`src/design/uart_regs_pkg.sv`:
```
package uart_regs_pkg;
  // Register offsets on the three-bit address port
  localparam logic [2:0] OFF_DATA       = 3'h0;  // Receive buffer, transmit holding, divisor low
  localparam logic [2:0] OFF_IRQ_ENABLE = 3'h1;  // Interrupt enable, divisor high
  localparam logic [2:0] OFF_IRQ_ID     = 3'h2;  // Identification on read, FIFO control on write
  localparam logic [2:0] OFF_LINE_CTRL  = 3'h3;
  localparam logic [2:0] OFF_MODEM_CTRL = 3'h4;
  localparam logic [2:0] OFF_LINE_STAT  = 3'h5;
  localparam logic [2:0] OFF_MODEM_STAT = 3'h6;
  localparam logic [2:0] OFF_SCRATCH    = 3'h7;

  // FIFO control field positions, and the divisor select bit of line control
  localparam int FCR_ENABLE_BIT  = 0;
  localparam int FCR_RX_FLUSH    = 1;
  localparam int FCR_TX_FLUSH    = 2;
  localparam int FCR_READY_MODE  = 3;
  localparam int FCR_TRIG_LSB    = 6;
  localparam int LCR_DIV_SELECT  = 7;

  // Interrupt enable field positions
  localparam int IER_RX_DATA     = 0;
  localparam int IER_TX_EMPTY    = 1;
  localparam int IER_LINE_STAT   = 2;
  localparam int IER_MODEM_STAT  = 3;

  // Receive trigger levels in bytes
  localparam logic [4:0] TRIG_LEVEL_0 = 5'h01;
  localparam logic [4:0] TRIG_LEVEL_1 = 5'h04;
  localparam logic [4:0] TRIG_LEVEL_2 = 5'h08;
  localparam logic [4:0] TRIG_LEVEL_3 = 5'h0E;

  // FIFO geometry
  localparam int         FIFO_DEPTH  = 16;
  localparam int         PTR_W       = 4;
  localparam int         CNT_W       = 5;
  localparam int         RX_W        = 11;                  // Data byte plus three error flags
  localparam logic [4:0] FIFO_FULL   = 5'h10;
  localparam logic [4:0] CHAR_FULL   = 5'h01;               // Unbuffered mode holds one byte

  // Interrupt identification codes, bits 3:1
  localparam logic [2:0] ID_LINE_STAT = 3'h3;
  localparam logic [2:0] ID_RX_DATA   = 3'h2;
  localparam logic [2:0] ID_TX_EMPTY  = 3'h1;
  localparam logic [2:0] ID_MODEM     = 3'h0;

  // Reset values
  localparam logic [7:0]  RST_BYTE    = 8'h00;
  localparam logic [15:0] RST_DIVISOR = 16'h0000;
  localparam logic [5:0]  RST_MCR     = 6'h00;
  localparam logic [1:0]  RST_TRIG    = 2'h0;
endpackage : uart_regs_pkg

```
`src/design/fifo_store.sv`:
```
`timescale 1ns/1ps
// Sixteen-word store with one write port and one registered read port.
// Read address is the pointer of the next cycle, so the output always shows the current head.
module fifo_store
  import uart_regs_pkg::*;
#(
  parameter int W = RX_W
) (
  input  wire logic             i_mclk,
  input  wire logic             i_we,
  input  wire logic [PTR_W-1:0] i_waddr,
  input  wire logic [W-1:0]     i_wdata,
  input  wire logic [PTR_W-1:0] i_raddr,
  output logic      [W-1:0]     o_rdata
);
  logic [W-1:0] mem [FIFO_DEPTH];  // Storage, no reset needed
  wire          fwd = i_we && (i_waddr == i_raddr);  // Write lands on the head being read

  // Write port
  always_ff @(posedge i_mclk) begin
    if (i_we) begin
      mem[i_waddr] <= i_wdata;
    end
  end

  // Registered read, forwarding a same-cycle write so a fresh head is never stale
  always_ff @(posedge i_mclk) begin
    o_rdata <= fwd ? i_wdata : mem[i_raddr];
  end
endmodule : fifo_store

```
`src/design/uart_register_map_fifo_control.sv`:
```
`timescale 1ns/1ps
// Contract
// - Offset 2: write FIFO control, read identification
// - Control bit 0 enables both FIFOs
// - Other control bits need bit 0 written
// - Changing bit 0 empties both FIFOs
// - Bit 1 flushes receive FIFO, self-clearing
// - Bit 2 flushes transmit FIFO, self-clearing
// - Bit 3 selects ready-signal mode 1
// - Bits 4 and 5 reserved, no function
// - Bits 7:6 pick trigger 1/4/8/14
// - Enable bits 0-3 gate interrupts; 4-7 zero
// - Bit 0 is LSB, sent first
// - Unbuffered mode: FIFO-only status bits zero
// - Divisor select remaps offsets 0 and 1
// - Offset 0: read receive, write transmit
module uart_register_map_fifo_control
  import uart_regs_pkg::*;
(
  input  wire logic        i_mclk,
  input  wire logic        i_rst_n,
  input  wire logic [2:0]  i_addr,
  input  wire logic        i_wr,
  input  wire logic        i_rd,
  input  wire logic [7:0]  i_wr_data,
  output logic      [7:0]  o_rd_data,
  input  wire logic        i_rx_valid,
  input  wire logic [7:0]  i_rx_data,
  input  wire logic [2:0]  i_rx_err,
  output logic             o_tx_valid,
  output logic      [7:0]  o_tx_data,
  input  wire logic        i_tx_ready,
  input  wire logic        i_tx_shift_empty,
  input  wire logic [3:0]  i_modem_lines,
  output logic             o_irq,
  output logic             o_receive_ready_out_n,
  output logic             o_transmit_ready_out_n,
  output logic      [15:0] o_baud_divisor,
  output logic      [7:0]  o_line_control,
  output logic      [5:0]  o_modem_control
);
  // Programmed state, sticky status flags and edge history
  logic [3:0]       irq_enable;       // Four enables; upper nibble is not stored
  logic             fifo_en;          // Buffered mode
  logic             ready_mode_bit;   // Ready-signal mode select
  logic [1:0]       trig_sel;         // Receive trigger select
  logic [7:0]       scratch;          // Host scratch byte
  logic             overrun;          // Sticky overrun flag
  logic [3:0]       msr_delta;        // Sticky modem change flags
  logic [3:0]       modem_prev;       // Previous modem line levels
  logic             thre_pending;     // Transmit-empty interrupt latch
  logic             tx_empty_d;       // Empty state one cycle back
  // Receive FIFO bookkeeping
  logic [PTR_W-1:0] rx_wr_ptr;
  logic [PTR_W-1:0] rx_rd_ptr;
  logic [CNT_W-1:0] rx_cnt;
  logic [CNT_W-1:0] rx_err_cnt;       // Entries carrying any error flag
  logic [RX_W-1:0]  rx_head;          // Head entry from the store
  // Transmit FIFO bookkeeping
  logic [PTR_W-1:0] tx_wr_ptr;
  logic [PTR_W-1:0] tx_rd_ptr;
  logic [CNT_W-1:0] tx_cnt;
  logic [7:0]       tx_head;
  // Two-entry output buffer between the transmit FIFO and the shifter
  logic [1:0]       buf_cnt;
  logic [7:0]       buf_slot1;

  // Register port decode
  wire       div_sel    = o_line_control[LCR_DIV_SELECT];
  wire       sel_data   = (i_addr == OFF_DATA) && !div_sel;
  wire       sel_ier    = (i_addr == OFF_IRQ_ENABLE) && !div_sel;
  wire       sel_dll    = (i_addr == OFF_DATA) && div_sel;
  wire       sel_dlm    = (i_addr == OFF_IRQ_ENABLE) && div_sel;
  wire       wr_fcr     = i_wr && (i_addr == OFF_IRQ_ID);
  wire       rd_iir     = i_rd && (i_addr == OFF_IRQ_ID);
  wire       wr_thr     = i_wr && sel_data;
  wire       rd_rbr     = i_rd && sel_data;
  wire       rd_lsr     = i_rd && (i_addr == OFF_LINE_STAT);
  wire       rd_msr     = i_rd && (i_addr == OFF_MODEM_STAT);

  // FIFO control write effects
  wire       fcr_en_new = i_wr_data[FCR_ENABLE_BIT];
  wire       fcr_change = wr_fcr && (fcr_en_new != fifo_en);
  wire       fcr_prog   = wr_fcr && fcr_en_new;
  wire       rx_flush   = fcr_change || (fcr_prog && i_wr_data[FCR_RX_FLUSH]);
  wire       tx_flush   = fcr_change || (fcr_prog && i_wr_data[FCR_TX_FLUSH]);
  wire       rdy_mode1  = fifo_en && ready_mode_bit;

  // Capacity is one byte in unbuffered mode, sixteen when buffered
  wire [CNT_W-1:0] cap  = fifo_en ? FIFO_FULL : CHAR_FULL;
  wire [CNT_W-1:0] trig_level = (trig_sel == 2'h0) ? TRIG_LEVEL_0 :
                                (trig_sel == 2'h1) ? TRIG_LEVEL_1 :
                                (trig_sel == 2'h2) ? TRIG_LEVEL_2 : TRIG_LEVEL_3;

  // Receive path: arrivals while full are dropped and counted as overrun
  wire       rx_full    = (rx_cnt >= cap);
  wire       rx_push    = i_rx_valid && !rx_full && !rx_flush;
  wire       rx_pop     = rd_rbr && (rx_cnt != 5'h00) && !rx_flush;
  wire       rx_lost    = i_rx_valid && rx_full;
  wire       rx_head_err = (rx_head[10:8] != 3'h0);
  wire       rx_in_err  = (i_rx_err != 3'h0);
  wire [PTR_W-1:0] next_rx_rd = rx_flush ? 4'h0 : (rx_rd_ptr + {3'h0, rx_pop});

  // Transmit path: host writes past capacity are ignored
  wire       tx_take    = o_tx_valid && i_tx_ready;
  wire       tx_push    = wr_thr && (tx_cnt < cap) && !tx_flush;
  wire       tx_pop     = (tx_cnt != 5'h00) && ((buf_cnt != 2'h2) || tx_take) && !tx_flush;
  wire [PTR_W-1:0] next_tx_rd = tx_flush ? 4'h0 : (tx_rd_ptr + {3'h0, tx_pop});
  wire       tx_empty   = (tx_cnt == 5'h00);

  // Output buffer slot moves
  wire       load_slot0 = tx_pop && ((buf_cnt == 2'h0) || ((buf_cnt == 2'h1) && tx_take));
  wire       load_slot1 = tx_pop && (((buf_cnt == 2'h1) && !tx_take) || ((buf_cnt == 2'h2) && tx_take));
  wire       shift_slot = tx_take && (buf_cnt == 2'h2) ;
  wire [1:0] next_buf_cnt = buf_cnt + {1'b0, tx_pop} - {1'b0, tx_take};

  // Modem change detection; ring reports its trailing edge only
  wire [3:0] modem_evt  = {i_modem_lines[3] ^ modem_prev[3],
                           modem_prev[2] & ~i_modem_lines[2],
                           i_modem_lines[1] ^ modem_prev[1],
                           i_modem_lines[0] ^ modem_prev[0]};

  // Interrupt sources, each gated by its enable
  wire       ls_src     = irq_enable[IER_LINE_STAT] &&
                          (overrun || ((rx_cnt != 5'h00) && rx_head_err));
  wire       rda_src    = irq_enable[IER_RX_DATA] &&
                          (fifo_en ? (rx_cnt >= trig_level) : (rx_cnt != 5'h00));
  wire       thre_src   = irq_enable[IER_TX_EMPTY] && thre_pending;
  wire       ms_src     = irq_enable[IER_MODEM_STAT] && (msr_delta != 4'h0);
  wire       irq_any    = ls_src || rda_src || thre_src || ms_src;
  wire [2:0] irq_id     = ls_src  ? ID_LINE_STAT :
                          rda_src ? ID_RX_DATA :
                          thre_src ? ID_TX_EMPTY : ID_MODEM;
  // Time-out is not generated here, so bit 3 stays zero; FIFO flag bits follow the enable
  wire [7:0] iir_val    = {fifo_en, fifo_en, 2'h0, irq_id, ~irq_any};
  wire       thre_set   = (tx_empty && !tx_empty_d) || (tx_empty && fcr_change);
  wire       thre_clr   = wr_thr || (rd_iir && !ls_src && !rda_src && thre_src);

  // Status words
  wire [7:0] lsr_val    = {fifo_en && (rx_err_cnt != 5'h00),
                           tx_empty && (buf_cnt == 2'h0) && i_tx_shift_empty,
                           tx_empty,
                           (rx_cnt != 5'h00) ? rx_head[10:8] : 3'h0,
                           overrun,
                           rx_cnt != 5'h00};
  wire [7:0] msr_val    = {i_modem_lines[3], i_modem_lines[2], i_modem_lines[1], i_modem_lines[0], msr_delta};

  // Read data selection; the data byte keeps bit 0 as its least significant bit
  wire [7:0] rd_mux     = sel_data ? rx_head[7:0] :
                          sel_dll  ? o_baud_divisor[7:0] :
                          sel_ier  ? {4'h0, irq_enable} :
                          sel_dlm  ? o_baud_divisor[15:8] :
                          (i_addr == OFF_IRQ_ID)     ? iir_val :
                          (i_addr == OFF_LINE_CTRL)  ? o_line_control :
                          (i_addr == OFF_MODEM_CTRL) ? {2'h0, o_modem_control} :
                          (i_addr == OFF_LINE_STAT)  ? lsr_val :
                          (i_addr == OFF_MODEM_STAT) ? msr_val : scratch;

  // Receive store
  fifo_store #(.W(RX_W)) u_rx_store (
    .i_mclk  (i_mclk),
    .i_we    (rx_push),
    .i_waddr (rx_wr_ptr),
    .i_wdata ({i_rx_err, i_rx_data}),
    .i_raddr (next_rx_rd),
    .o_rdata (rx_head)
  );

  // Transmit store
  fifo_store #(.W(8)) u_tx_store (
    .i_mclk  (i_mclk),
    .i_we    (tx_push),
    .i_waddr (tx_wr_ptr),
    .i_wdata (i_wr_data),
    .i_raddr (next_tx_rd),
    .o_rdata (tx_head)
  );

  // Host-written registers; divisor and scratch are cleared too so nothing starts unknown
  always_ff @(posedge i_mclk) begin
    if (!i_rst_n) begin
      irq_enable      <= 4'h0;
      o_line_control  <= RST_BYTE;
      o_modem_control <= RST_MCR;
      o_baud_divisor  <= RST_DIVISOR;
      scratch         <= RST_BYTE;
    end else if (i_wr) begin
      if (sel_ier) begin
        irq_enable <= i_wr_data[3:0];
      end
      if (sel_dll) begin
        o_baud_divisor[7:0] <= i_wr_data;
      end
      if (sel_dlm) begin
        o_baud_divisor[15:8] <= i_wr_data;
      end
      if (i_addr == OFF_LINE_CTRL) begin
        o_line_control <= i_wr_data;
      end
      if (i_addr == OFF_MODEM_CTRL) begin
        o_modem_control <= i_wr_data[5:0];
      end
      if (i_addr == OFF_SCRATCH) begin
        scratch <= i_wr_data;
      end
    end
  end

  // FIFO control; flush bits act as pulses and are never stored, reserved bits ignored
  always_ff @(posedge i_mclk) begin
    if (!i_rst_n) begin
      fifo_en        <= 1'b0;
      ready_mode_bit <= 1'b0;
      trig_sel       <= RST_TRIG;
    end else if (wr_fcr) begin
      fifo_en <= fcr_en_new;
      if (fcr_en_new) begin
        ready_mode_bit <= i_wr_data[FCR_READY_MODE];
        trig_sel       <= i_wr_data[FCR_TRIG_LSB +: 2];
      end
    end
  end

  // Receive pointers; the receive shifter outside is untouched by a flush
  always_ff @(posedge i_mclk) begin
    if (!i_rst_n || rx_flush) begin
      rx_wr_ptr  <= 4'h0;
      rx_rd_ptr  <= 4'h0;
      rx_cnt     <= 5'h00;
      rx_err_cnt <= 5'h00;
    end else begin
      rx_wr_ptr  <= rx_wr_ptr + {3'h0, rx_push};
      rx_rd_ptr  <= next_rx_rd;
      rx_cnt     <= rx_cnt + {4'h0, rx_push} - {4'h0, rx_pop};
      rx_err_cnt <= rx_err_cnt + {4'h0, rx_push && rx_in_err} - {4'h0, rx_pop && rx_head_err};
    end
  end

  // Transmit pointers; the output buffer stands for the shifter and keeps its bytes
  always_ff @(posedge i_mclk) begin
    if (!i_rst_n || tx_flush) begin
      tx_wr_ptr <= 4'h0;
      tx_rd_ptr <= 4'h0;
      tx_cnt    <= 5'h00;
    end else begin
      tx_wr_ptr <= tx_wr_ptr + {3'h0, tx_push};
      tx_rd_ptr <= next_tx_rd;
      tx_cnt    <= tx_cnt + {4'h0, tx_push} - {4'h0, tx_pop};
    end
  end

  // Two-entry output buffer; a stalled shifter holds bytes back in the FIFO, not lost
  always_ff @(posedge i_mclk) begin
    if (!i_rst_n) begin
      buf_cnt    <= 2'h0;
      o_tx_valid <= 1'b0;
      o_tx_data  <= RST_BYTE;
      buf_slot1  <= RST_BYTE;
    end else begin
      buf_cnt    <= next_buf_cnt;
      o_tx_valid <= (next_buf_cnt != 2'h0);
      if (load_slot0) begin
        o_tx_data <= tx_head;
      end else if (shift_slot) begin
        o_tx_data <= buf_slot1;
      end
      if (load_slot1) begin
        buf_slot1 <= tx_head;
      end
    end
  end

  // Sticky status flags; a new event in the clearing cycle wins
  always_ff @(posedge i_mclk) begin
    if (!i_rst_n) begin
      overrun      <= 1'b0;
      msr_delta    <= 4'h0;
      modem_prev   <= 4'h0;
      thre_pending <= 1'b0;
      tx_empty_d   <= 1'b1;
    end else begin
      overrun      <= rx_lost || (overrun && !rd_lsr);
      msr_delta    <= modem_evt | (rd_msr ? 4'h0 : msr_delta);
      modem_prev   <= i_modem_lines;
      thre_pending <= thre_set || (thre_pending && !thre_clr);
      tx_empty_d   <= tx_empty;
    end
  end

  // Read data, interrupt line and ready pins, all from flip-flops
  always_ff @(posedge i_mclk) begin
    if (!i_rst_n) begin
      o_rd_data              <= RST_BYTE;
      o_irq                  <= 1'b0;
      o_receive_ready_out_n  <= 1'b1;
      o_transmit_ready_out_n <= 1'b0;
    end else begin
      if (i_rd) begin
        o_rd_data <= rd_mux;
      end
      o_irq <= irq_any;
      // Mode 1 uses the trigger level and the full mark; mode 0 a single byte
      if (rdy_mode1) begin
        if (rx_cnt >= trig_level) begin
          o_receive_ready_out_n <= 1'b0;
        end else if (rx_cnt == 5'h00) begin
          o_receive_ready_out_n <= 1'b1;
        end
        o_transmit_ready_out_n <= (tx_cnt >= FIFO_FULL);
      end else begin
        o_receive_ready_out_n  <= (rx_cnt == 5'h00);
        o_transmit_ready_out_n <= !tx_empty;
      end
    end
  end

  // Checks kept beside the logic
  a_fcr_needs_enable: assert property (@(posedge i_mclk) disable iff (!i_rst_n)
    (wr_fcr && !i_wr_data[0] && !fifo_en) |=> ($stable(trig_sel) && $stable(ready_mode_bit)))
    else $error("control bits changed without the enable bit");
  a_enable_flush: assert property (@(posedge i_mclk) disable iff (!i_rst_n)
    (wr_fcr && (i_wr_data[0] != fifo_en)) |=> (rx_cnt == 5'h00 && tx_cnt == 5'h00 && fifo_en == $past(i_wr_data[0])))
    else $error("enable change did not empty both FIFOs");
  a_rx_flush_zero: assert property (@(posedge i_mclk) disable iff (!i_rst_n)
    (wr_fcr && fifo_en && i_wr_data[0] && i_wr_data[1]) |=> (rx_cnt == 5'h00 && !o_line_control[6] == !$past(o_line_control[6])))
    else $error("receive flush left bytes");
  a_tx_flush_zero: assert property (@(posedge i_mclk) disable iff (!i_rst_n)
    (wr_fcr && fifo_en && i_wr_data[0] && i_wr_data[2]) |=> (tx_cnt == 5'h00))
    else $error("transmit flush left bytes");
  a_ready_mode_zero: assert property (@(posedge i_mclk) disable iff (!i_rst_n)
    (!rdy_mode1 && tx_cnt != 5'h00) |=> o_transmit_ready_out_n)
    else $error("mode 0 transmit ready low with bytes queued");
  a_trigger_fourteen: assert property (@(posedge i_mclk) disable iff (!i_rst_n)
    (fifo_en && trig_sel == 2'h3 && rx_cnt == 5'h0D) |-> !rda_src)
    else $error("receive interrupt before fourteen bytes");
  a_ier_upper_zero: assert property (@(posedge i_mclk) disable iff (!i_rst_n)
    (i_rd && sel_ier) |=> (o_rd_data[7:4] == 4'h0))
    else $error("enable register upper nibble not zero");
  a_iir_char_mode: assert property (@(posedge i_mclk) disable iff (!i_rst_n)
    (rd_iir && !fifo_en) |=> (o_rd_data[7:6] == 2'h0 && o_rd_data[3] == 1'b0))
    else $error("buffered-only identification bits set in unbuffered mode");
  a_divisor_low: assert property (@(posedge i_mclk) disable iff (!i_rst_n)
    (i_wr && sel_dll) |=> (o_baud_divisor[7:0] == $past(i_wr_data) && $stable(o_baud_divisor[15:8])))
    else $error("divisor low byte not written");
endmodule : uart_register_map_fifo_control

```
`config.mk`:
```
export PLATFORM = sky130hd
export DESIGN_NAME = uart_register_map_fifo_control
export DESIGN_NICKNAME = d
export VERILOG_FILES = /design/src/design/uart_regs_pkg.sv /design/src/design/fifo_store.sv /design/src/design/uart_register_map_fifo_control.sv
export SDC_FILE = /design/constraint.sdc
export NUM_CORES = 1
export LEC_CHECK = 0
export ABC_CLOCK_PERIOD_IN_PS = 4300
export BUFFER_PORTS_ARGS = -buffer_cell sky130_fd_sc_hd__buf_2
export CAP_MARGIN = 10
export CORE_AREA = 2 2 125 249
export CTS_BUF_LIST = sky130_fd_sc_hd__clkbuf_8 sky130_fd_sc_hd__clkbuf_16
export CTS_CLUSTER_SIZE = 12
export DETAILED_ROUTE_END_ITERATION = 12
export DIE_AREA = 0 0 127 251
export PLACE_DENSITY = 0.84
export SLEW_MARGIN = 40
export SYNTH_ARGS = -nofsm -noshare
export SYNTH_HDL_FRONTEND = slang
export SYNTH_SLANG_ARGS = --single-unit
```
`constraint.sdc`:
```
create_clock -name i_mclk -period 4.3 [get_ports i_mclk]
set_input_delay 0.86 -clock i_mclk [delete_from_list [all_inputs] [get_ports i_mclk]]
set_output_delay 0.86 -clock i_mclk [all_outputs]
set_load 0.1 [all_outputs]
```
-- After elaboration in Yosys (flattened, before gate mapping)
Memory sizes are Yosys's and may differ from the RTL's. A register that Yosys moved wholly into a read port is not among the register bits.
Cells that the tools add are included.
Widths: inputs -> output; s select.
- add/subtract/negate cells: 12
- order comparisons: 4
- equality and inequality tests: 14
- muxes and demuxes: 31
- bitwise operators: 7
- reduce and logical (&&, ||, !) cells: 94
- operator list (operator ; count):
    $mux 8 ; 11
    $logic_and 1x1->1 ; 47
    $mux 4 ; 5
    $add 4x1->4 ; 4
    $add 5x1->5 ; 3
    $logic_or 1x1->1 ; 15
    $reduce_bool 5->1 ; 3
    $sub 5x1->5 ; 3
    $reduce_and 2->1 ; 7
    $eq 3x3->1 const B ; 4
    $logic_not 1->1 ; 12
    $logic_not 5->1 ; 2
    $mux 1 ; 10
    $eq 3x2->1 const B ; 2
    $mux 3 ; 2
    $reduce_bool 3->1 ; 2
    $ge 5x4->1 ; 1
    $ge 5x5->1 ; 1
    $ge 5x5->1 const B ; 1
    $lt 5x5->1 ; 1
    $mux 5 ; 1
    $eq 2x1->1 const B ; 2
    $eq 2x2->1 const B ; 2
    $logic_not 2->1 ; 2
    14 further kinds ; 19
- bits in registers: 118
- memory bits (writable): 304
- input bits: 33
- memories: 2
- memory list (memory ; depth ; width ; read ports ; clocked after Yosys merged registers in ; wr ports ; line ; text):
    u_rx_store.mem ; 16 ; 11 ; 1 ; 1 ; 1 ; fifo_store.sv:16 ; logic [W-1:0] mem [FIFO_DEPTH];
    u_tx_store.mem ; 16 ; 8 ; 1 ; 1 ; 1 ; fifo_store.sv:16 ;

-- Depth between registers and ports, before layout
Gate-level depths: netlist of the first run.
- depth in word-level cells: 16
- gate-level depth with buffers: 18
- gate-level depth less buffers: 16

-- Modules after synthesis
Synthesis of the first run repeated with hierarchy kept, for this count alone.
- cell total of the unflattened synthesis: 1242
- area, all modules: 18301.3 um^2
- modules (own cells, without submodules) (module ; times used ; cells each ; area each (um^2)):
    fifo_store at u_rx_store ; 1 ; 298 ; 6899.1
    uart_register_map_fifo_control ; 1 ; 719 ; 6334.8
    fifo_store at u_tx_store ; 1 ; 225 ; 5067.4

-- Least setup slack after synthesis of the first run
No wires, ideal clock.
- kind: input-to-reg
- from: input port i_addr[2]
- to: register tx_cnt[4]
- data arrival time: 3477 ps
- required time: 4229 ps
- path slack: 752 ps
- stages: 15
- buffers on the path: 2
- path through: buf_6 nor3b_2 o211a_1 o21ai_0 clkbuf_1 nand3_1 inv_1 ha_1 inv_1 ha_1 fa_1 a21oi_1 nor2_1 or3_1 a21oi_1
- word-level cells in the longest chain between the ends: 9
- RTL lines (item ; line ; text):
    start, declared ; uart_register_map_fifo_control.sv:22 ; input wire logic [2:0] i_addr,
    $eq 3x2->1 ; uart_register_map_fifo_control.sv:74 ; wire wr_fcr = i_wr && (i_addr == OFF_IRQ_ID);
    $logic_and 1x1->1 ; uart_register_map_fifo_control.sv:74 ;
    $logic_and 1x1->1 ; uart_register_map_fifo_control.sv:84 ; wire fcr_prog = wr_fcr && fcr_en_new;
    $logic_and 1x1->1 ; uart_register_map_fifo_control.sv:86 ; wire tx_flush = fcr_change || (fcr_prog && i_wr_data[FCR_TX_FLUSH]);
    $logic_or 1x1->1 ; uart_register_map_fifo_control.sv:86 ;
    $logic_not 1->1 ; uart_register_map_fifo_control.sv:106, uart_register_map_fifo_control.sv:107 ;
    $logic_and 1x1->1 ; uart_register_map_fifo_control.sv:106 ; wire tx_push = wr_thr && (tx_cnt < cap) && !tx_flush;
    $add 5x1->5 ; uart_register_map_fifo_control.sv:248 ; tx_cnt <= tx_cnt + {4'h0, tx_push} - {4'h0, tx_pop};
    $sub 5x1->5 ; uart_register_map_fifo_control.sv:248 ;
    end signal, assigned ; uart_register_map_fifo_control.sv:248 ;
    end, declared ; uart_register_map_fifo_control.sv:62 ; logic [CNT_W-1:0] tx_cnt;
Several ways; a longest one is shown, not always the timed one.
A chain may end at the register's enable or synchronous reset.

==> impl_metrics.ini, run 1 <==
[critical_path]
crit_cells = 13
rr_worst_depth = 13
rrSetupSlack_ns = 0.66
cp.required_ns = 4.73
cp-end-kind = flip-flop
crit_path_top_delay_cell = dfxtp_2
max_stage_delay_ns = 0.71
arrival_ns = 4.06
critPathKind = reg2reg
crit_family = adder cells
cp_common_cell = nor2_1
endpoint = rx_err_cnt[4]
cp_max_fo = 17
critPathLaunchType = flip-flop
cp_cell_sequence = mux4_1 -> a22oi_1 -> and3_1 -> a31oi_1 -> ha_1 -> inv_1 -> ha_1 -> fa_1 -> a21oi_1 -> nor2_1 -> nor2_1 -> xnor2_1 -> nor2_1
reg2reg_to = rx_err_cnt[4]
path_buf_inv = 1

[timing]
final.setup_skew_ns = 0.0239
period_share_pct = 84.5
setup_viol = 0
rsz0062_at_grt = no
drv_slew = 0
relSlewSlack_pct = 43.2
max_freq_ghz = 0.275
period_needed_ns = 3.64
holdWs_ns = 0.484
worst_slew_pin_slew_ns = 0.840
finalHoldViolCount = 0
fin_tns_setup_ns = 0

[logic_synthesis]
synth_area_um2 = 18100
async_flop_share_pct = 0
synth_warnings = 0
synthDistinctLibCells = 71
ys_seq_area_share_pct = 64.4
syn_avg_cell_area_um2 = 15.2
synth_flop_cell = edfxtp_1
syn_nets = 1266
ys_ff_latch = 430
synth-edff-count = 304
synthCells = 1191

[routing]
viasPerCell = 6.54
drtPass1Iterations = 5
wirelength_um = 44200
post-route-drc-count = 0
first_iter_violations = 1223
vias = 11100
ant_nets = 0
wl_per_cell_um = 26.2

[floorplan]
start_util_pct = 60.4
dieArea_um2 = 31900
rows = 90
fp.dieW_um = 127
core_area_um2 = 30000
die_h_um = 251
pin_count = 83

[global_routing]
grt_use_total_pct = 28.0
antenna_found_initial = 1
grt_pass1_vias = 11100
grt_pass1_wl_um = 66900
grt_max_degree = 47
gr-total-overflow = 0

[placed_design]
dpl-instance-area_um2 = 18900
io_buffers = 82
placed_cells = 1617
gp_congestion = 0.874
place_hpwl_um = 27200

[clock_network]
cts.sinks = 430
path_clk_slew_ns = 0.06
ctsResizeCount = 0
clock-root-buffer = clkbuf_16
post_cts_buffers = 0
cts_hold_buffers = 0
cts_max_path_buffers = 3
htree_levels = 2
worstSkewPairLatency_ns = 0.56
cts_tree = yes
cts_buffers = 41

[status]
status = finished clean

[min_path]
hp-class = reg2reg

[cells_and_area]
finalNetCount = 1367
layout-drive-gt1-share_pct = 19.4
num-fill-cells = 1974
layout.cells.non_filler = 1691
final_area_um2 = 20100
syn2layout_area_growth_pct = 11.1
multi_input_area_um2 = 5980
seq_area_um2 = 11700

[power]
power_mw = 10.7
p_leak_nw = 7.45
ir_worst_vdd_uv = 659
power_density_nw_per_um2 = 532

[flow_run]
drv_cap = 0
## cell usage in the layout (no fill, tap or decap), drive strengths merged, types with 3 or more instances in the layout
cell	netlist	layout
a21boi	18	18
a21oi	29	29
a22o	4	4
a22oi	6	6
a31oi	9	9
and2	10	10
and3	21	21
buf	26	120
clkbuf	36	41
dfxtp	126	126
edfxtp	304	304
fa	3	3
ha	39	39
inv	39	69
mux2	4	4
mux2i	50	50
mux4	90	90
nand2	84	84
nand2b	11	11
nand3	23	23
nand3b	5	5
nand4	4	4
nor2	64	64
nor2b	52	52
nor3	17	17
nor4	3	3
o211a	9	9
o211ai	4	4
o21a	5	5
o21ai	27	27
o22ai	4	4
o2bb2ai	4	4
o31ai	3	3
or3	4	4
xnor2	12	12
xor2	12	12
## stage by stage
step                      setup WS (ns)  utilization (%)
final                             0.665             67.2
after floorplan                   0.752                -
after detailed placement          0.612             63.2
after CTS                         0.650             67.1
after global placement            0.662             63.2
after global routing              0.412             67.2
## routing by layer
| metal | routed length [um] | track usage, % |
|---|---|---|
| met2 | 22100 | 45.9 |
| met1 | 16700 | 38.6 |
| met4 | 1490 | 10.2 |
| met3 | 3960 | 4.04 |
| met5 | 0 | 0 |
## where the power goes
part           switching [mW]  total [mW]  internal (mW)  leakage (nW)
registers               0.294        4.99           4.69          3.77
clock network            1.53        3.26           1.73         0.678
logic                    1.42        2.45           1.03          3.00
total                    3.24        10.7           7.45          7.45
## how the worst min path moves through the flow
stage	cells past startpoint	endpoint	from	slack, ns
after floorplan	2	scratch[2]	scratch[2]	0.44
after global placement	2	scratch[4]	scratch[4]	0.46
after detailed placement	2	o_rd_data[4]	o_rd_data[4]	0.46
after CTS	2	scratch[4]	scratch[4]	0.48
after global routing	2	scratch[1]	scratch[1]	0.50
final	2	scratch[4]	scratch[4]	0.48
## registers in the layout, indices dropped and copies added, names as in the netlist, 5 cells and up, named ones only
signal	count
scratch	8
rx_err_cnt	5
o_line_control	8
o_rd_data	8
o_modem_control	6
o_tx_data	8
tx_cnt	5
rx_cnt	5
u_tx_store.mem	128
buf_slot1	8
u_rx_store.mem	176
o_baud_divisor	16
## worst register-to-register path, delay by kind of cell, from the launching register on
kind / cells / cell delay (ns)
muxes: 1 / 0.66
xor gates and xnor gates: 1 / 0.13
AOI/OAI and AO/OA: 3 / 0.49
and+or+nand+nor: 4 / 0.52
buffers and inverters: 1 / 0.05
DFF: 1 / 0.71
adders and majority gates: 3 / 0.94
## cell type report
cell class	count	area share (%)
tap	368	2.29
inverter	39	0.728
clock buffer	41	5.10
sequential	430	58.0
antenna	1	0.0124
clock inverter	32	0.746
timing repair buffer	120	3.46
multi-input combinational	660	29.7
## Yosys cell counts, types with 5 or more instances
master	instances	area share, %
xor2_1	12	0.58
inv_1	39	0.81
o211a_1	9	0.50
o21ai_0	26	0.72
nor2b_1	52	1.8
nand2_1	84	1.7
o21a_1	5	0.21
and3_1	21	0.73
buf_2	10	0.28
buf_6	7	0.44
nand2b_1	11	0.38
a31oi_1	8	0.28
nor2_1	64	1.3
nor3_1	16	0.44
a21boi_0	18	0.75
nand3b_1	5	0.21
and2_1	10	0.35
edfxtp_1	304	50
buf_1	5	0.10
dfxtp_1	126	14
mux2i_1	50	2.8
mux4_1	21	3.0
xnor2_1	12	0.58
nand3_1	23	0.64
a21oi_1	29	0.80
a22oi_1	6	0.25
mux4_2	69	8.6
ha_1	39	2.7
clkbuf_1	33	0.68
## logic make-up after synthesis
group	after synthesis	synth area share, %
muxes	144	14.6
DFF	430	64.4
xor gates and xnor gates	24	1.16
AOI/OAI and AO/OA	140	5.30
adders and majority gates	42	3.03
buffers and inverters	101	2.72
and+or+nand+nor	310	8.78
Power figures use the tool's default switching activity.
==> run 2: changes to the inputs <==
- ABC_CLOCK_PERIOD_IN_PS: 4300 -> 3250
- CORE_AREA: 2 2 125 249 -> 2 2 132 262
- DIE_AREA: 0 0 127 251 -> 0 0 134 264
- PLACE_DENSITY: 0.84 -> 0.8
- clock period: 4.3 -> 3.25 ns (I/O delays scaled with it)
==> run 2 against run 1 <==
Core utilization down 4.4 points. Wire length up 5.5%. Via count up 0.43%. Die area up 11%. Flip-flop and latch count unchanged. First-iteration DRC count down 28%. Sequential power up 29%. Register-to-register slack worse by 0.60 ns. Non-clock buffer count up 76. Largest cell class unchanged. Largest power group unchanged. Highest routed layer unchanged.
==> impl_metrics.ini, run 2 (synthesis results as in run 1) <==
[cells_and_area]
final_area_um2 = 21000
num-fill-cells = 2340
seq_area_um2 = 11700
mostFrequentLayoutCell = edfxtp_1
multi_input_area_um2 = 6090
finalNetCount = 1444
largest_register = u_rx_store.mem
layout-drive-gt1-share_pct = 25.3
antenna_cells = 0
final_cell_mix = edfxtp_1 (304), dfxtp_1 (121), buf_4 (109)
largest_reg_flops = 176
reg_top3 = u_rx_store.mem (176), u_tx_store.mem (128), o_baud_divisor (16)
syn2layout_area_growth_pct = 15.9

[global_routing]
met3_usage_pct = 3.65
grt_pass1_wl_um = 69400
gr-total-overflow = 0
grt_max_degree = 100
grt_use_met1_pct = 26.6
grt_pass1_vias = 11500
antenna_found_initial = 0
busiest_layer = met2
grt_use_total_pct = 26.7
use_met2_pct = 50.9

[placed_design]
place_hpwl_um = 32500
dpl-instance-area_um2 = 19500
io_buffers = 82
gp_congestion = 0.920

[clock_network]
worstSkewPairLatency_ns = 0.55
cts_max_path_buffers = 3
clock-root-buffer = clkbuf_16
cts_hold_buffers = 0
cts_buffers = 42
path_clk_slew_ns = 0.06
htree_levels = 2
cts.sinks = 430
cts_tree = yes

[floorplan]
pin_count = 83
fp.dieW_um = 134
dieArea_um2 = 35400
rows = 95
start_util_pct = 54.2
die_h_um = 264
core_area_um2 = 33400

[timing]
setup_viol = 0
max_freq_ghz = 0.314
period_share_pct = 98.0
holdWs_ns = 0.365
period_needed_ns = 3.18
drv_slew = 0
finalHoldViolCount = 0
relSlewSlack_pct = 46.2
worst_slew_pin_slew_ns = 0.796
final.setup_skew_ns = 0.0242

[critical_path]
cp_max_fo = 4
arrival_ns = 3.60
critPathLaunchType = flip-flop
cp-end-kind = flip-flop
cp.required_ns = 3.66
critPathKind = reg2reg

[power]
power_density_nw_per_um2 = 699
p_leak_nw = 7.89
power_mw = 14.7
ir_worst_vdd_uv = 619

[routing]
ant_nets = 0
wirelength_um = 46700
wl_per_cell_um = 25.4
post-route-drc-count = 0
drtPass1Iterations = 5
vias = 11100
first_iter_violations = 881
viasPerCell = 6.05

[flow_run]
drv_cap = 0

[min_path]
hp-class = in2reg

[status]
status = finished clean
[run 2: critical path, cell delays in order (launching register included)]
cell     delay (ns)
dfxtp_4        0.39
buf_8          0.12
buf_12         0.10
mux4_2         0.50
a22oi_2        0.18
and3_4         0.24
a31oi_4        0.11
ha_1           0.29
inv_1          0.04
ha_1           0.20
fa_2           0.36
a21oi_2        0.13
nor2_1         0.05
nor2_1         0.14
xnor2_1        0.14
nor2_1         0.05
[run 2: layout make-up]
| type | instances | share of cell area, % |
|---|---|---|
| well taps | 436 | 2.60 |
| repair buffers | 196 | 6.23 |
| flip-flops and latches | 430 | 55.6 |
| clock buffers | 43 | 5.13 |
| multi-input cells | 660 | 29.0 |
| inverters | 39 | 0.698 |
| clock inverters | 32 | 0.728 |
[run 2: through the flow]
step           setup slack, ns  TNS, ns  util, %  std cells
2_1_floorplan          -0.0876  -0.0876        -       1191
3_3_place_gp            -0.173   -0.316     58.3       1743
3_5_place_dp            -0.207   -0.476     58.4       1743
4_1_cts                0.00611        0     62.5       1833
5_1_grt                -0.0358  -0.0613     62.8       1836
6_report                0.0664        0     62.8       1836
[run 2: final timing paths]
path | slack [ns] | startpoint | to | cells after the start
max | 0.07 | flip-flop | rx_err_cnt[4] | 15
min | 0.36 | i_modem_lines[0] | modem_prev[0] | 2
max reg2reg | 0.07 | flip-flop | rx_err_cnt[4] | 15
min reg2reg | 0.48 | scratch[4] | scratch[4] | 2
[run 2: layer usage]
| layer | vias to the layer above | routed length (um) |
|---|---|---|
| li1 | 4882 | - |
| met1 | 5611 | 15000 |
| met2 | 445 | 26100 |
| met3 | 162 | 2220 |
| met4 | 0 | 3380 |
| met5 | - | 0 |
[run 2: where the power goes]
group	internal, mW	switching, mW
sequential	6.20	0.222
combinational	1.64	2.24
clock	2.39	1.97
total	10.2	4.44
[run 2: repair_timing]
item | CTS | global route
setup endpoints to repair | 2 | 3
resized for setup | 10 | 18
setup buffers | 15 | 3
pin swaps | 4 | 10
